===== config.mk =====
export PLATFORM = sky130hd
export DESIGN_NAME = cbt_core
export DESIGN_NICKNAME = d
export VERILOG_FILES = /design/src/cbt_pkg.sv /design/src/cbt_core.sv
export SDC_FILE = /design/constraint.sdc
export NUM_CORES = 1
export LEC_CHECK = 0
export ABC_CLOCK_PERIOD_IN_PS = 3700
export BUFFER_PORTS_ARGS = -buffer_cell sky130_fd_sc_hd__buf_2
export CAP_MARGIN = 20
export CORE_UTILIZATION = 54
export DETAILED_ROUTE_END_ITERATION = 6
export PLACE_DENSITY_LB_ADDON = 0.12
export REMOVE_ABC_BUFFERS = 1
export SYNTH_ARGS = -nofsm -noshare
export SYNTH_HDL_FRONTEND = slang
export SYNTH_SLANG_ARGS = --single-unit
export TNS_END_PERCENT = 20

===== constraint.sdc =====
create_clock -name aclk -period 3.7 [get_ports aclk]
set_input_delay 0.37 -clock aclk [delete_from_list [all_inputs] [get_ports aclk]]
set_output_delay 0.37 -clock aclk [all_outputs]
set_load 0.005 [all_outputs]

===== src/cbt_pkg.sv =====
// cbt_pkg: register map, field layout, reset values and modes of the
// can bit timing and power mode block.
// assumes a 32-bit axi4-lite register bus; one register per aligned word.
package cbt_pkg;
   // register byte offsets
   localparam logic [7:0] OFS_CTRL0  = 8'h00;
   localparam logic [7:0] OFS_CTRL1  = 8'h04;
   localparam logic [7:0] OFS_BTR0   = 8'h08;
   localparam logic [7:0] OFS_BTR1   = 8'h0C;
   localparam logic [7:0] OFS_STATUS = 8'h10;
   // control_reg_zero fields
   localparam int C0_SLEEP_REQUEST = 0;
   localparam int C0_WAKEUP_ENABLE  = 1;
   localparam int C0_STOP_IN_WAIT = 2;
   localparam int C0_WAKEUP_IRQ_ENABLE = 3;
   // control_reg_one fields
   localparam int C1_ENA   = 0;
   localparam int C1_CLKS  = 1;
   localparam int C1_LISTN = 2;
   // bit_timing_reg_zero fields
   localparam int B0_PRE   = 0;
   localparam int B0_PRE_W = 6;
   localparam int B0_SJW   = 6;
   // bit_timing_reg_one fields
   localparam int B1_SEG1  = 0;
   localparam int B1_SEG2  = 4;
   localparam int B1_SAMP3 = 7;
   // status fields
   localparam int ST_SLEEP_ACKNOWLEDGE = 0;
   localparam int ST_WAKE  = 1;
   localparam int ST_MODE  = 4;
   // reset values
   localparam logic [3:0] RST_CTRL0 = 4'h0;
   localparam logic [2:0] RST_CTRL1 = 3'h0;
   localparam logic [7:0] RST_BTR0  = 8'h00;
   localparam logic [7:0] RST_BTR1  = 8'h23;
   // axi responses
   localparam logic [1:0] RESP_OKAY   = 2'h0;
   localparam logic [1:0] RESP_SLVERR = 2'h2;
   // module operating modes
   typedef enum logic [1:0] {
      CBT_DISABLED = 2'b00,
      CBT_NORMAL   = 2'b01,
      CBT_SLEEP    = 2'b10,
      CBT_PWRDN    = 2'b11
   } cbt_mode_e;
   // bit time segments
   typedef enum logic [1:0] {
      SEG_SYNC = 2'b00,
      SEG_ONE  = 2'b01,
      SEG_TWO  = 2'b10
   } cbt_seg_e;
endpackage


===== src/cbt_core.sv =====
// cbt_core: bit timing, listen-only loopback and power modes of a can
// controller, with an axi4-lite register slave.
// assumes aclk is the bus clock; osc_clk, can_rx, cpu_wait, cpu_stop
// are asynchronous pins. the protocol logic sits on the user ports.
`timescale 1ns/1ps
module cbt_core
   import cbt_pkg::*;
#(
   parameter int ADDR_W = 8
) (
   input  wire logic              aclk,
   input  wire logic              aresetn,
   input  wire logic [ADDR_W-1:0] s_axi_awaddr,
   input  wire logic              s_axi_awvalid,
   output logic                   s_axi_awready,
   input  wire logic [31:0]       s_axi_wdata,
   input  wire logic [3:0]        s_axi_wstrb,
   input  wire logic              s_axi_wvalid,
   output logic                   s_axi_wready,
   output logic [1:0]             s_axi_bresp,
   output logic                   s_axi_bvalid,
   input  wire logic              s_axi_bready,
   input  wire logic [ADDR_W-1:0] s_axi_araddr,
   input  wire logic              s_axi_arvalid,
   output logic                   s_axi_arready,
   output logic [31:0]            s_axi_rdata,
   output logic [1:0]             s_axi_rresp,
   output logic                   s_axi_rvalid,
   input  wire logic              s_axi_rready,
   input  wire logic              osc_clk,
   input  wire logic              cpu_wait,
   input  wire logic              cpu_stop,
   input  wire logic              can_rx,
   output logic                   transmit_pin,
   input  wire logic              tx_data,
   input  wire logic              frame_active,
   output logic                   rx_bit,
   output logic                   rx_bit_strobe,
   output logic                   tx_point,
   output logic                   wakeup_irq,
   output cbt_mode_e              mode
);
   if (ADDR_W < 5) begin : g_addr_chk
      $error("ADDR_W too small for register map");
   end

   ////////////////////////////////////////////////////////////////////
   // pin synchronisers: first stage read only by second stage
   logic [1:0] osc_s;
   logic       osc_q;
   logic [1:0] rx_s;
   logic [1:0] wait_s;
   logic [1:0] stop_s;
   logic [1:0] slp_s;
   logic [1:0] csw_s;
   logic [3:0] ctrl0;
   logic [2:0] ctrl1;
   logic [7:0] btr0;
   logic [7:0] btr1;
   logic       ena_locked;
   logic       sleep_ack;
   logic       wake_flag;

   always_ff @(posedge aclk) begin
      if (!aresetn) begin
         osc_s  <= 2'h0;
         osc_q  <= 1'b0;
         rx_s   <= 2'h3;
         wait_s <= 2'h0;
         stop_s <= 2'h0;
      end else begin
         osc_s  <= {osc_s[0], osc_clk};
         osc_q  <= osc_s[1];
         rx_s   <= {rx_s[0], can_rx};
         wait_s <= {wait_s[0], cpu_wait};
         stop_s <= {stop_s[0], cpu_stop};
      end
   end

   // sleep request and stop-in-wait bits cross into protocol side through two stages
   always_ff @(posedge aclk) begin
      if (!aresetn) begin
         slp_s <= 2'h0;
         csw_s <= 2'h0;
      end else begin
         slp_s <= {slp_s[0], ctrl0[C0_SLEEP_REQUEST]};
         csw_s <= {csw_s[0], ctrl0[C0_STOP_IN_WAIT]};
      end
   end

   ////////////////////////////////////////////////////////////////////
   // mode selection
   logic pwrdn_req;
   logic run;
   logic rx_eff;
   logic osc_rise;
   assign pwrdn_req = stop_s[1] | (wait_s[1] & csw_s[1]);
   assign run       = (mode == CBT_NORMAL);
   assign osc_rise  = osc_s[1] & ~osc_q;

   always_ff @(posedge aclk) begin
      if (!aresetn) begin
         mode <= CBT_DISABLED;
      end else if (!ctrl1[C1_ENA]) begin
         mode <= CBT_DISABLED;
      end else if (pwrdn_req) begin
         mode <= CBT_PWRDN;
      end else begin
         case (mode)
            CBT_PWRDN:    mode <= CBT_NORMAL;
            CBT_DISABLED: mode <= CBT_NORMAL;
            CBT_NORMAL:   mode <= sleep_ack ? CBT_SLEEP : CBT_NORMAL;
            CBT_SLEEP:    mode <= sleep_ack ? CBT_SLEEP : CBT_NORMAL;
            default:      mode <= CBT_DISABLED;
         endcase
      end
   end

   // sleep handshake: ack only once no frame is in flight
   always_ff @(posedge aclk) begin
      if (!aresetn) begin
         sleep_ack <= 1'b0;
      end else if (mode == CBT_PWRDN || mode == CBT_DISABLED) begin
         sleep_ack <= 1'b0;
      end else if (!slp_s[1]) begin
         sleep_ack <= 1'b0;
      end else if (!frame_active) begin
         sleep_ack <= 1'b1;
      end
   end

   // wake event: dominant bus in sleep with wake enabled; set beats clear
   logic wake_hit;
   logic wake_clr;
   assign wake_hit = (mode == CBT_SLEEP) && ctrl0[C0_SLEEP_REQUEST] && sleep_ack
                     && ctrl0[C0_WAKEUP_ENABLE] && !rx_s[1];
   always_ff @(posedge aclk) begin
      if (!aresetn) begin
         wake_flag <= 1'b0;
      end else if (wake_hit) begin
         wake_flag <= 1'b1;
      end else if (wake_clr) begin
         wake_flag <= 1'b0;
      end
   end

   // interrupt pulse of one cycle, registered from a wake hit while asleep with both enables
   always_ff @(posedge aclk) begin
      if (!aresetn) begin
         wakeup_irq <= 1'b0;
      end else begin
         wakeup_irq <= wake_hit & ctrl0[C0_WAKEUP_IRQ_ENABLE];
      end
   end

   ////////////////////////////////////////////////////////////////////
   // quantum generator; clock stop is modelled as a halted engine
   logic [B0_PRE_W-1:0] pre_cnt;
   logic                pclk_tick;
   logic                tq;
   assign pclk_tick = ctrl1[C1_CLKS] | osc_rise;
   always_ff @(posedge aclk) begin
      if (!aresetn || !run) begin
         pre_cnt <= '0;
         tq      <= 1'b0;
      end else if (pclk_tick) begin
         if (pre_cnt == btr0[B0_PRE +: B0_PRE_W]) begin
            pre_cnt <= '0;
            tq      <= 1'b1;
         end else begin
            pre_cnt <= pre_cnt + 1'b1;
            tq      <= 1'b0;
         end
      end else begin
         tq <= 1'b0;
      end
   end

   ////////////////////////////////////////////////////////////////////
   // bit time engine
   cbt_seg_e   seg;
   logic [4:0] qcnt;
   logic [4:0] seg1_len;
   logic [3:0] seg2_len;
   logic [2:0] sjw_len;
   logic [2:0] hist;
   logic       rx_prev;
   logic       edge_dom;
   logic       maj;
   assign seg1_len = {1'b0, btr1[B1_SEG1 +: 4]} + 5'h01;
   assign seg2_len = {1'b0, btr1[B1_SEG2 +: 3]} + 4'h1;
   assign sjw_len  = {1'b0, btr0[B0_SJW +: 2]} + 3'h1;
   assign edge_dom = rx_prev & ~rx_eff;
   assign maj = btr1[B1_SAMP3]
              ? ((hist[1] & hist[0]) | (hist[1] & rx_eff) | (hist[0] & rx_eff))
              : rx_eff;
   // listen-only loops sent dominant bits back; sleep without wake masks bus
   assign rx_eff = (mode == CBT_SLEEP && !ctrl0[C0_WAKEUP_ENABLE]) ? 1'b1
                 : rx_s[1] & (ctrl1[C1_LISTN] ? tx_data : 1'b1);

   always_ff @(posedge aclk) begin
      if (!aresetn || !run) begin
         seg     <= SEG_SYNC;
         qcnt    <= 5'h00;
         hist    <= 3'h7;
         rx_prev <= 1'b1;
      end else if (tq) begin
         rx_prev <= rx_eff;
         hist    <= {hist[1:0], rx_eff};
         case (seg)
            SEG_SYNC: begin
               seg  <= SEG_ONE;
               qcnt <= 5'h00;
            end
            SEG_ONE: begin
               if (edge_dom && qcnt != 5'h00 && qcnt <= {2'h0, sjw_len}) begin
                  qcnt <= 5'h00; // late edge: stretch segment one
               end else if (qcnt == seg1_len - 5'h01) begin
                  seg  <= SEG_TWO;
                  qcnt <= 5'h00;
               end else begin
                  qcnt <= qcnt + 5'h01;
               end
            end
            SEG_TWO: begin
               if (edge_dom && ({1'b0, seg2_len} - qcnt) <= {2'h0, sjw_len}) begin
                  seg  <= SEG_ONE; // early edge restarts bit
                  qcnt <= 5'h00;
               end else if (qcnt == {1'b0, seg2_len} - 5'h01) begin
                  seg  <= SEG_SYNC;
                  qcnt <= 5'h00;
               end else begin
                  qcnt <= qcnt + 5'h01;
               end
            end
            default: begin
               seg  <= SEG_SYNC;
               qcnt <= 5'h00;
            end
         endcase
      end
   end

   // sample point closes segment one, transmit point opens the bit
   logic samp_now;
   logic tx_now;
   assign samp_now = tq && seg == SEG_ONE && qcnt == seg1_len - 5'h01
                     && !(edge_dom && qcnt != 5'h00 && qcnt <= {2'h0, sjw_len});
   assign tx_now   = tq && seg == SEG_SYNC;
   always_ff @(posedge aclk) begin
      if (!aresetn) begin
         rx_bit        <= 1'b1;
         rx_bit_strobe <= 1'b0;
         tx_point      <= 1'b0;
      end else begin
         rx_bit_strobe <= samp_now;
         tx_point      <= tx_now;
         if (samp_now) begin
            rx_bit <= maj;
         end
      end
   end

   // transmit pin: recessive at once outside normal or in listen-only
   always_ff @(posedge aclk) begin
      if (!aresetn) begin
         transmit_pin <= 1'b1;
      end else if (!run || ctrl1[C1_LISTN] || pwrdn_req) begin
         transmit_pin <= 1'b1;
      end else if (tx_now) begin
         transmit_pin <= tx_data;
      end
   end

   ////////////////////////////////////////////////////////////////////
   // axi4-lite slave; write address and data may arrive in any order
   logic              aw_held;
   logic              w_held;
   logic [ADDR_W-1:0] aw_addr;
   logic [31:0]       w_data;
   logic [3:0]        w_strb;
   logic              do_wr;
   logic              acc_ok;
   assign do_wr  = aw_held && w_held && !s_axi_bvalid;
   // power-down stops the register clock, so accesses are refused
   assign acc_ok = (mode != CBT_PWRDN);

   function automatic logic hit(input logic [ADDR_W-1:0] a,
                                input logic [7:0] ofs);
      hit = (a[ADDR_W-1:2] == ADDR_W'(ofs) >> 2);
   endfunction

   always_ff @(posedge aclk) begin
      if (!aresetn) begin
         aw_held <= 1'b0;
         w_held  <= 1'b0;
         aw_addr <= '0;
         w_data  <= 32'h0000_0000;
         w_strb  <= 4'h0;
      end else begin
         if (s_axi_awvalid && s_axi_awready) begin
            aw_held <= 1'b1;
            aw_addr <= s_axi_awaddr;
         end else if (do_wr) begin
            aw_held <= 1'b0;
         end
         if (s_axi_wvalid && s_axi_wready) begin
            w_held <= 1'b1;
            w_data <= s_axi_wdata;
            w_strb <= s_axi_wstrb;
         end else if (do_wr) begin
            w_held <= 1'b0;
         end
      end
   end

   // ready flops: each channel takes one item then waits for the reply
   always_ff @(posedge aclk) begin
      if (!aresetn) begin
         s_axi_awready <= 1'b0;
         s_axi_wready  <= 1'b0;
      end else begin
         s_axi_awready <= !aw_held && !(s_axi_awvalid && s_axi_awready)
                          && !s_axi_bvalid;
         s_axi_wready  <= !w_held && !(s_axi_wvalid && s_axi_wready)
                          && !s_axi_bvalid;
      end
   end

   logic known_wr;
   assign known_wr = hit(aw_addr, OFS_CTRL0) || hit(aw_addr, OFS_CTRL1)
                  || hit(aw_addr, OFS_BTR0) || hit(aw_addr, OFS_BTR1)
                  || hit(aw_addr, OFS_STATUS);
   always_ff @(posedge aclk) begin
      if (!aresetn) begin
         s_axi_bvalid <= 1'b0;
         s_axi_bresp  <= RESP_OKAY;
      end else if (do_wr) begin
         s_axi_bvalid <= 1'b1;
         s_axi_bresp  <= (known_wr && acc_ok) ? RESP_OKAY : RESP_SLVERR;
      end else if (s_axi_bready) begin
         s_axi_bvalid <= 1'b0;
      end
   end

   // register writes; timing may change at any time, compliance is software's
   logic wr_ok;
   assign wr_ok    = do_wr && acc_ok && w_strb[0];
   assign wake_clr = wr_ok && hit(aw_addr, OFS_STATUS) && w_data[ST_WAKE];
   always_ff @(posedge aclk) begin
      if (!aresetn) begin
         ctrl0      <= RST_CTRL0;
         ctrl1      <= RST_CTRL1;
         btr0       <= RST_BTR0;
         btr1       <= RST_BTR1;
         ena_locked <= 1'b0;
      end else begin
         if (wr_ok && hit(aw_addr, OFS_CTRL0)) begin
            ctrl0 <= w_data[3:0];
         end
         // later assignment wins: a wake clears the request but keeps the other bits
         if (wake_hit) begin
            ctrl0[C0_SLEEP_REQUEST] <= 1'b0; // bus activity wakes the node
         end
         if (wr_ok && hit(aw_addr, OFS_CTRL1)) begin
            ctrl1[2:1] <= w_data[2:1];
            if (!ena_locked) begin
               ctrl1[C1_ENA] <= w_data[C1_ENA];
               ena_locked    <= 1'b1;
            end
         end
         if (wr_ok && hit(aw_addr, OFS_BTR0)) begin
            btr0 <= w_data[7:0];
         end
         if (wr_ok && hit(aw_addr, OFS_BTR1)) begin
            btr1 <= w_data[7:0];
         end
      end
   end

   // read channel: answer one cycle after the address is taken
   logic [31:0] rd_mux;
   logic        rd_known;
   always_comb begin
      rd_mux   = 32'h0000_0000;
      rd_known = 1'b1;
      if (hit(s_axi_araddr, OFS_CTRL0)) begin
         rd_mux[3:0] = ctrl0;
      end else if (hit(s_axi_araddr, OFS_CTRL1)) begin
         rd_mux[2:0] = ctrl1;
      end else if (hit(s_axi_araddr, OFS_BTR0)) begin
         rd_mux[7:0] = btr0;
      end else if (hit(s_axi_araddr, OFS_BTR1)) begin
         rd_mux[7:0] = btr1;
      end else if (hit(s_axi_araddr, OFS_STATUS)) begin
         rd_mux[ST_SLEEP_ACKNOWLEDGE]        = sleep_ack;
         rd_mux[ST_WAKE]         = wake_flag;
         rd_mux[ST_MODE +: 2]    = mode;
      end else begin
         rd_known = 1'b0;
      end
   end

   always_ff @(posedge aclk) begin
      if (!aresetn) begin
         s_axi_arready <= 1'b0;
         s_axi_rvalid  <= 1'b0;
         s_axi_rdata   <= 32'h0000_0000;
         s_axi_rresp   <= RESP_OKAY;
      end else begin
         s_axi_arready <= !s_axi_rvalid && !(s_axi_arvalid && s_axi_arready);
         if (s_axi_arvalid && s_axi_arready) begin
            s_axi_rvalid <= 1'b1;
            s_axi_rdata  <= acc_ok ? rd_mux : 32'h0000_0000;
            s_axi_rresp  <= (rd_known && acc_ok) ? RESP_OKAY : RESP_SLVERR;
         end else if (s_axi_rready) begin
            s_axi_rvalid <= 1'b0;
         end
      end
   end

   ////////////////////////////////////////////////////////////////////
   // assertions
   a_disabled_mode: assert property (@(posedge aclk) disable iff (!aresetn)
      !ctrl1[C1_ENA] |=> mode == CBT_DISABLED)
      else $error("mode not disabled while enable low");
   a_pwrdn_stop: assert property (@(posedge aclk) disable iff (!aresetn)
      ctrl1[C1_ENA] && stop_s[1] |=> mode == CBT_PWRDN)
      else $error("stop did not force power-down");
   a_pwrdn_wait: assert property (@(posedge aclk) disable iff (!aresetn)
      ctrl1[C1_ENA] && wait_s[1] && csw_s[1] |=> mode == CBT_PWRDN)
      else $error("wait with stop-in-wait not power-down");
   a_pwrdn_exit: assert property (@(posedge aclk) disable iff (!aresetn)
      mode == CBT_PWRDN && ctrl1[C1_ENA] && !pwrdn_req |=> mode == CBT_NORMAL)
      else $error("power-down exit not to normal");
   a_tx_recessive: assert property (@(posedge aclk) disable iff (!aresetn)
      (ctrl1[C1_LISTN] || pwrdn_req) |=> transmit_pin)
      else $error("transmit pin dominant in listen-only or power-down");
   a_irq_sleep: assert property (@(posedge aclk) disable iff (!aresetn)
      wakeup_irq |-> $past(mode) == CBT_SLEEP && $past(ctrl0[C0_WAKEUP_IRQ_ENABLE]))
      else $error("wake irq outside sleep or masked");
   a_sync_one_tq: assert property (@(posedge aclk) disable iff (!aresetn)
      tq && seg == SEG_SYNC && run |=> seg == SEG_ONE && qcnt == 5'h00)
      else $error("sync segment longer than one quantum");
   a_ena_once: assert property (@(posedge aclk) disable iff (!aresetn)
      ena_locked |=> $stable(ctrl1[C1_ENA]))
      else $error("enable bit changed after first write");
   a_seg2_len: assert property (@(posedge aclk) disable iff (!aresetn)
      seg == SEG_TWO |-> qcnt < {1'b0, seg2_len})
      else $error("segment two overran its length");
   a_sleep_ack: assert property (@(posedge aclk) disable iff (!aresetn)
      $rose(sleep_ack) |-> $past(slp_s[1]) && !$past(frame_active))
      else $error("sleep acknowledged without request or idle bus");

   c_sample: cover property (@(posedge aclk) rx_bit_strobe);
   c_sleep: cover property (@(posedge aclk) mode == CBT_SLEEP ##1 wakeup_irq);
   c_pwrdn: cover property (@(posedge aclk) mode == CBT_PWRDN ##1 mode == CBT_NORMAL);
endmodule // cbt_core


==> results.md, run 1 <==
* Post-layout minimum cycle time at 3.21 ns
* Synth cell types at 64
* FP Rows at 33
* Final cell count without fillers at 673
* Leak at 2.11 nW
* DR iter-0 viols at 163
* Detailed Place HPWL at 6.98 mm
* Worst slew margin at 0.411
* Period utilization at 0.869
* Clock-pin slew on the worst setup and hold paths at 0.09 ns
* IO Pins at 113
* Vias in the first global route at 3,351
* First-pass GRT wire length at 15.7 mm
* Die H at 94.3 µm
* # clock sinks at 94
* Clk buf depth at 2
* Worst-Margin Slew at 0.875 ns
* Yosys warning total at 0
* Area of the core at 8220 µm²
* CP Launch Type: flip-flop
* ANT nets after route at 0
* Placed Instances at 657
* CTS H-tree depth at 3
* Pin count of the biggest net entering global routing at 46
* FFs w/ async S/R, synth at 0
* Crit path max fanout at 8
* Worst EP arrival at 3.43 ns
* Worst Setup End Kind: flip-flop
* Seq/Total Area, Yosys at 0.409
* Initial antenna violation count at 0
* Area growth syn-to-layout at 9.65%
* Fmax at 0.311 GHz
* Post-CTS Setup Inserts at 0
* Fraction of layout cells with a size suffix above 1 at 0.157
* Peak VDD IR at 0.000278 V
* Root buffer cell: clkbuf_8
* DR WL/cell at 13.9 µm
* Via count at 3,626
* Hold Vio Cnt, Final at 0
* RSZ-0062 raised after global routing: false
* PD cells at 378 nW/µm²
* All-Layer GR Usage at 0.227
* Final net count at 650
* Num CTS Buffers at 9
* DRC Markers at 0
* DR pass1 iterations at 5
* Final setup fails at 0
* Post-synth EDFFs at 0
* Die Area at 8900 µm²
* Initial Util at 0.560
* Register bit count reported by yosys at 94
* WP data required at 3.92 ns
* Final WL at 9.34 mm
* Port bufs at 55
* Grt total ovfl at 0
* Worst hold path type: in2reg
* Clock Skew at 0.00882 ns
* Status: finished clean
* N_diodes at 0
* Crit Path Class: reg2reg
* Mapped Cells at 514
* Maxcap violations at 0
* Syn avg cell area at 8.96 µm²
* FILL cells at 775
* Setup TNS at 0 ns
* Vias per Instance at 5.39
* Post-cts resize count at 0
* TritonCTS clock tree: built
* Cell area after synthesis at 4600 µm²
* Chip width at 94.3 µm
* CTS Hold Bufs at 0
* Gpl congestion at 0.818
* Clk_lat worst skew at 0.36 ns
* Most used DFF post-synth: dfxtp_1
* Slew Limit Fails at 0
==> cells by family after synthesis <==
group / after synthesis / synth area share
AOI/OAI and AO/OA: 89 / 0.121
and+or+nand+nor: 189 / 0.210
muxes: 32 / 0.0723
xor gates and xnor gates: 22 / 0.0419
adders and majority gates: 23 / 0.0636
DFF: 94 / 0.409
other: 1 / 0.000815
buffers and inverters: 64 / 0.0815
==> where the power goes <==
group	switching, mW	internal [mW]
Sequential	0.0179	1.03
Clock	0.359	0.405
Combinational	0.0562	0.0374
Total	0.433	1.47
==> registers in the layout, summed over array words and instances, names as in the netlist, 3 cells and up <==
register,flops
pre_cnt,6
btr0,8
qcnt,5
w_data,8
ctrl1,3
s_axi_rdata,8
ctrl0,4
aw_addr,6
btr1,8
==> cell usage in the layout, fill, tap and decap left out, types with 5 or more instances in the layout <==
master and n:
inv_1 20, buf_2 55, xor2_1 12, conb_1 26, xnor2_1 10, a21oi_1 38, nor2b_1 11, a211oi_1 5
mux2i_1 31, nand2b_1 8, nor2_1 40, and2_1 13, nor3_1 12, dfxtp_1 94, nand2_1 58, clkbuf_8 10
nand3_1 17, o21ai_0 18, ha_1 21
==> synthesized netlist by cell type (2+ instances only) <==
library cell / count / area [µm²]
nor2b_1: 11 / 68.8
or3_1: 2 / 12.5
clkbuf_1: 11 / 41.3
nand2b_1: 8 / 50.1
buf_6: 3 / 33.8
xor2_1: 12 / 105
a32o_1: 2 / 20.0
nor3b_1: 2 / 15.0
ha_1: 21 / 263
a22o_1: 4 / 35.0
nor3_1: 12 / 60.1
or4_1: 2 / 15.0
and2_1: 13 / 81.3
o211ai_1: 3 / 22.5
nor4_1: 4 / 25.0
buf_4: 27 / 203
inv_1: 20 / 75.1
mux2i_1: 31 / 310
o21ai_0: 18 / 90.1
xnor2_1: 10 / 87.6
dfxtp_1: 94 / 1880
nor2_1: 40 / 150
a21oi_1: 38 / 190
nand4_1: 4 / 25.0
nand3_1: 17 / 85.1
a2111oi_0: 2 / 17.5
o21a_1: 3 / 22.5
nand2_1: 58 / 218
and3_2: 2 / 15.0
o31ai_1: 2 / 15.0
a211oi_1: 5 / 37.5
==> critical path, cell delays in order (launching register included) <==
cell and delay [ns]:
dfxtp_1 0.39, ha_1 0.43, inv_1 0.11, fa_1 0.51, inv_1 0.04, ha_1 0.29, nor2b_1 0.14, o21a_1 0.16
o21ai_0 0.15, o2111ai_1 0.20, o211a_2 0.35, a211oi_1 0.24, a311oi_1 0.07
==> worst paths after layout <==
| path | from | endpoint | slack, ns | cells after the start |
|---|---|---|---|---|
| worst max-delay path | btr1[5] | qcnt[2] | 0.49 | 12 |
| worst max register to register | btr1[5] | qcnt[2] | 0.49 | 12 |
| worst min-delay path | can_rx | rx_s[0] | 0.19 | 2 |
| worst min register to register | rx_s[0] | rx_s[1] | 0.44 | 1 |
==> layout make-up <==
cell class              instances  area (µm²)  area share
flip-flops and latches         94        1880       0.373
multi-input cells             381        2440       0.483
inverters                      20        75.1      0.0149
well taps                     105         131      0.0260
repair buffers                 57         290      0.0575
clock inverters                 6        91.3      0.0181
clock buffers                  10         138      0.0273
==> per-stage QoR <==
stage	cell area [µm²]	util	setup WS, ns	total power [mW]	hold WS [ns]
3_3_place_gp	4820	0.586	0.579	1.16	0.400
3_5_place_dp	4820	0.586	0.548	1.17	0.420
6_report	5050	0.614	0.486	1.91	0.189
4_1_cts	5050	0.614	0.531	1.93	0.180
5_1_grt	5050	0.614	0.390	1.98	0.189
2_1_floorplan	4400	-	0.785	1.12	0.386
==> layer usage <==
layer | up-vias | GRT usage | wire (µm)
met3 | 10 | 0.0429 | 391
li1 | 1818 | - | -
met4 | 0 | 0.0872 | 140
met2 | 97 | 0.368 | 4380
met5 | - | 0 | 0
met1 | 1701 | 0.299 | 4420
(Power assumes the default switching activity.)
==> inputs of run 2 (changes only) <==
--- a/config.mk
+++ b/config.mk
@@ -6,7 +6,7 @@
 export NUM_CORES = 1
 export LEC_CHECK = 0
 export ABC_CLOCK_PERIOD_IN_PS = 3700
-export BUFFER_PORTS_ARGS = -buffer_cell sky130_fd_sc_hd__buf_2
+export BUFFER_PORTS_ARGS = -buffer_cell sky130_fd_sc_hd__clkbuf_2
 export CAP_MARGIN = 20
 export CORE_UTILIZATION = 54
 export DETAILED_ROUTE_END_ITERATION = 6
==> run 2 against run 1 <==
  * Power shrank 3.6%
  * Clock power shrank 9.0%
  * Setup slack gained 0.051 ns
  * Wire length shrank 0.90%
  * Register-to-register slack gained 0.05 ns
  * Clock skew grew 0.0014 ns
  * Count of clock-buffer cells in the layout is the same
  * Largest cell class unchanged
==> results.md, run 2 (synthesis gave the netlist of run 1 again) <==
* Status: finished clean
* First-pass GRT wire length at 15.5 mm
* Leak at 2.09 nW
* Root buffer cell: clkbuf_8
* CP Launch Type: flip-flop
* Reg2reg start: btr1[5]
* Vias in the first global route at 3,365
* Maxcap violations at 0
* Gpl congestion at 0.821
* Commonest non-fill, non-tap cells in the layout: 94 x dfxtp_1, 58 x nand2_1, 55 x clkbuf_2
* Initial Util at 0.560
* Pre-CTS WS at 0.546 ns
* Die Area at 8900 µm²
* Setup TNS at 0 ns
* Met2 WL post-DR at 4.35 mm
* Initial antenna violation count at 0
* Clock Skew at 0.0102 ns
* Fin util at 0.612
* Worst EP arrival at 3.39 ns
* Worst hold slack at 0.183 ns
* Crit path from: btr1[5]
* Met3 wire len at 480 µm
* CP max-delay cell: fa_1
* Crit path max fanout at 8
* DR WL/cell at 13.8 µm
* ANT nets after route at 0
* Vias per Instance at 5.38
* WP buf/inv at 2
* Fmax at 0.316 GHz
* Highest Signal Layer: met4
* Total power at 1.84 mW
* Chip width at 94.3 µm
* Post-cts resize count at 0
* Commonest non-fill, non-tap cell in the layout: dfxtp_1
* DR iter-0 viols at 142
* # clock sinks at 94
* Grt total ovfl at 0
* PD cells at 366 nW/µm²
* Period utilization at 0.855
* Final WS setup at 0.537 ns
* Die H at 94.3 µm
* Final setup fails at 0
* FP Rows at 33
* Worst hold path type: in2reg
* RSZ-0062 raised after global routing: false
* Pin count of the biggest net entering global routing at 46
* Final Instance Area at 5020 µm²
* Worst slew margin at 0.412
* WP data required at 3.93 ns
* FILL cells at 763
* Worst path cell trace: ha_1 -> inv_1 -> fa_1 -> inv_1 -> ha_1 -> nor2b_1 -> o21a_1 -> o21ai_0 -> o2111ai_1 -> o211a_2 -> a211oi_1 -> a311oi_1
* Clk buf depth at 2
* Hold Vio Cnt, Final at 0
* CTS H-tree depth at 3
* Met1 WL at 4.35 mm
* Area post-placement at 4820 µm²
* DRC Markers at 0
* Worst Setup End Kind: flip-flop
* Port bufs at 55
* Post-CTS Setup Inserts at 0
* Cell count of the worst reg-to-reg path at 12
* Post-layout minimum cycle time at 3.16 ns
* Critical Path Max Stage Delay at 0.50 ns
* Final cell count without fillers at 673
* Slew Limit Fails at 0
* R2r setup slk at 0.54 ns
* Reg2reg end: qcnt[2]
* Via count at 3,618
* Fraction of layout cells with a size suffix above 1 at 0.157
* Peak VDD IR at 0.000215 V
* Final net count at 650
* Area growth syn-to-layout at 9.16%
* Detailed Place HPWL at 6.91 mm
* Worst-Margin Slew at 0.873 ns
* DR pass1 iterations at 4
* CP top delay family: adder cells
* N_diodes at 0
* Worst setup path endpoint: qcnt[2]
* All-Layer GR Usage at 0.226
* Crit Path Class: reg2reg
* TritonCTS clock tree: built
* Final WL at 9.25 mm
* Clock-pin slew on the worst setup and hold paths at 0.08 ns
* Num CTS Buffers at 9
* Area of the core at 8220 µm²
* CTS Hold Bufs at 0
* WP depth at 12
* IO Pins at 113
* Placed Instances at 657
* Clk_lat worst skew at 0.37 ns
## run 2: cell types whose count changed in the layout (fill, tap and decap cells not counted)
cell	previous run	this run
buf_2	55	0
clkinv_4	0	1
clkinvlp_4	0	1
bufinv_16	2	1
clkbuf_2	0	55
inv_6	3	2
## run 2: report_power, final
part	internal (mW)	switching (mW)
clock	0.335	0.360
combinational	0.0373	0.0559
sequential	1.03	0.0181
total	1.40	0.434
## run 2: how the worst min path moves through the flow
stage	depth (start not counted)	endpoint	start	slack (ns)
detailed placement	1	rx_s[1]	rx_s[0]	0.41
global route	2	rx_s[0]	can_rx	0.18
CTS	2	rx_s[0]	can_rx	0.18
finish	2	rx_s[0]	can_rx	0.18
global placement	1	rx_s[1]	rx_s[0]	0.40
floorplan	1	rx_s[1]	rx_s[0]	0.39
## run 2: final cells by class
cell class,instances,area (µm²),area share
clock buffer,10,138,0.0274
timing repair buffer,57,290,0.0578
multi-input combinational,381,2440,0.486
tap,105,131,0.0261
inverter,20,75.1,0.0149
clock inverter,6,68.8,0.0137
sequential,94,1880,0.375
## run 2: routing by layer
layer	track usage	vias to the layer above
met1	0.290	1693
li1	-	1814
met2	0.369	103
met3	0.0663	8
met4	0.0641	0
met5	0	-
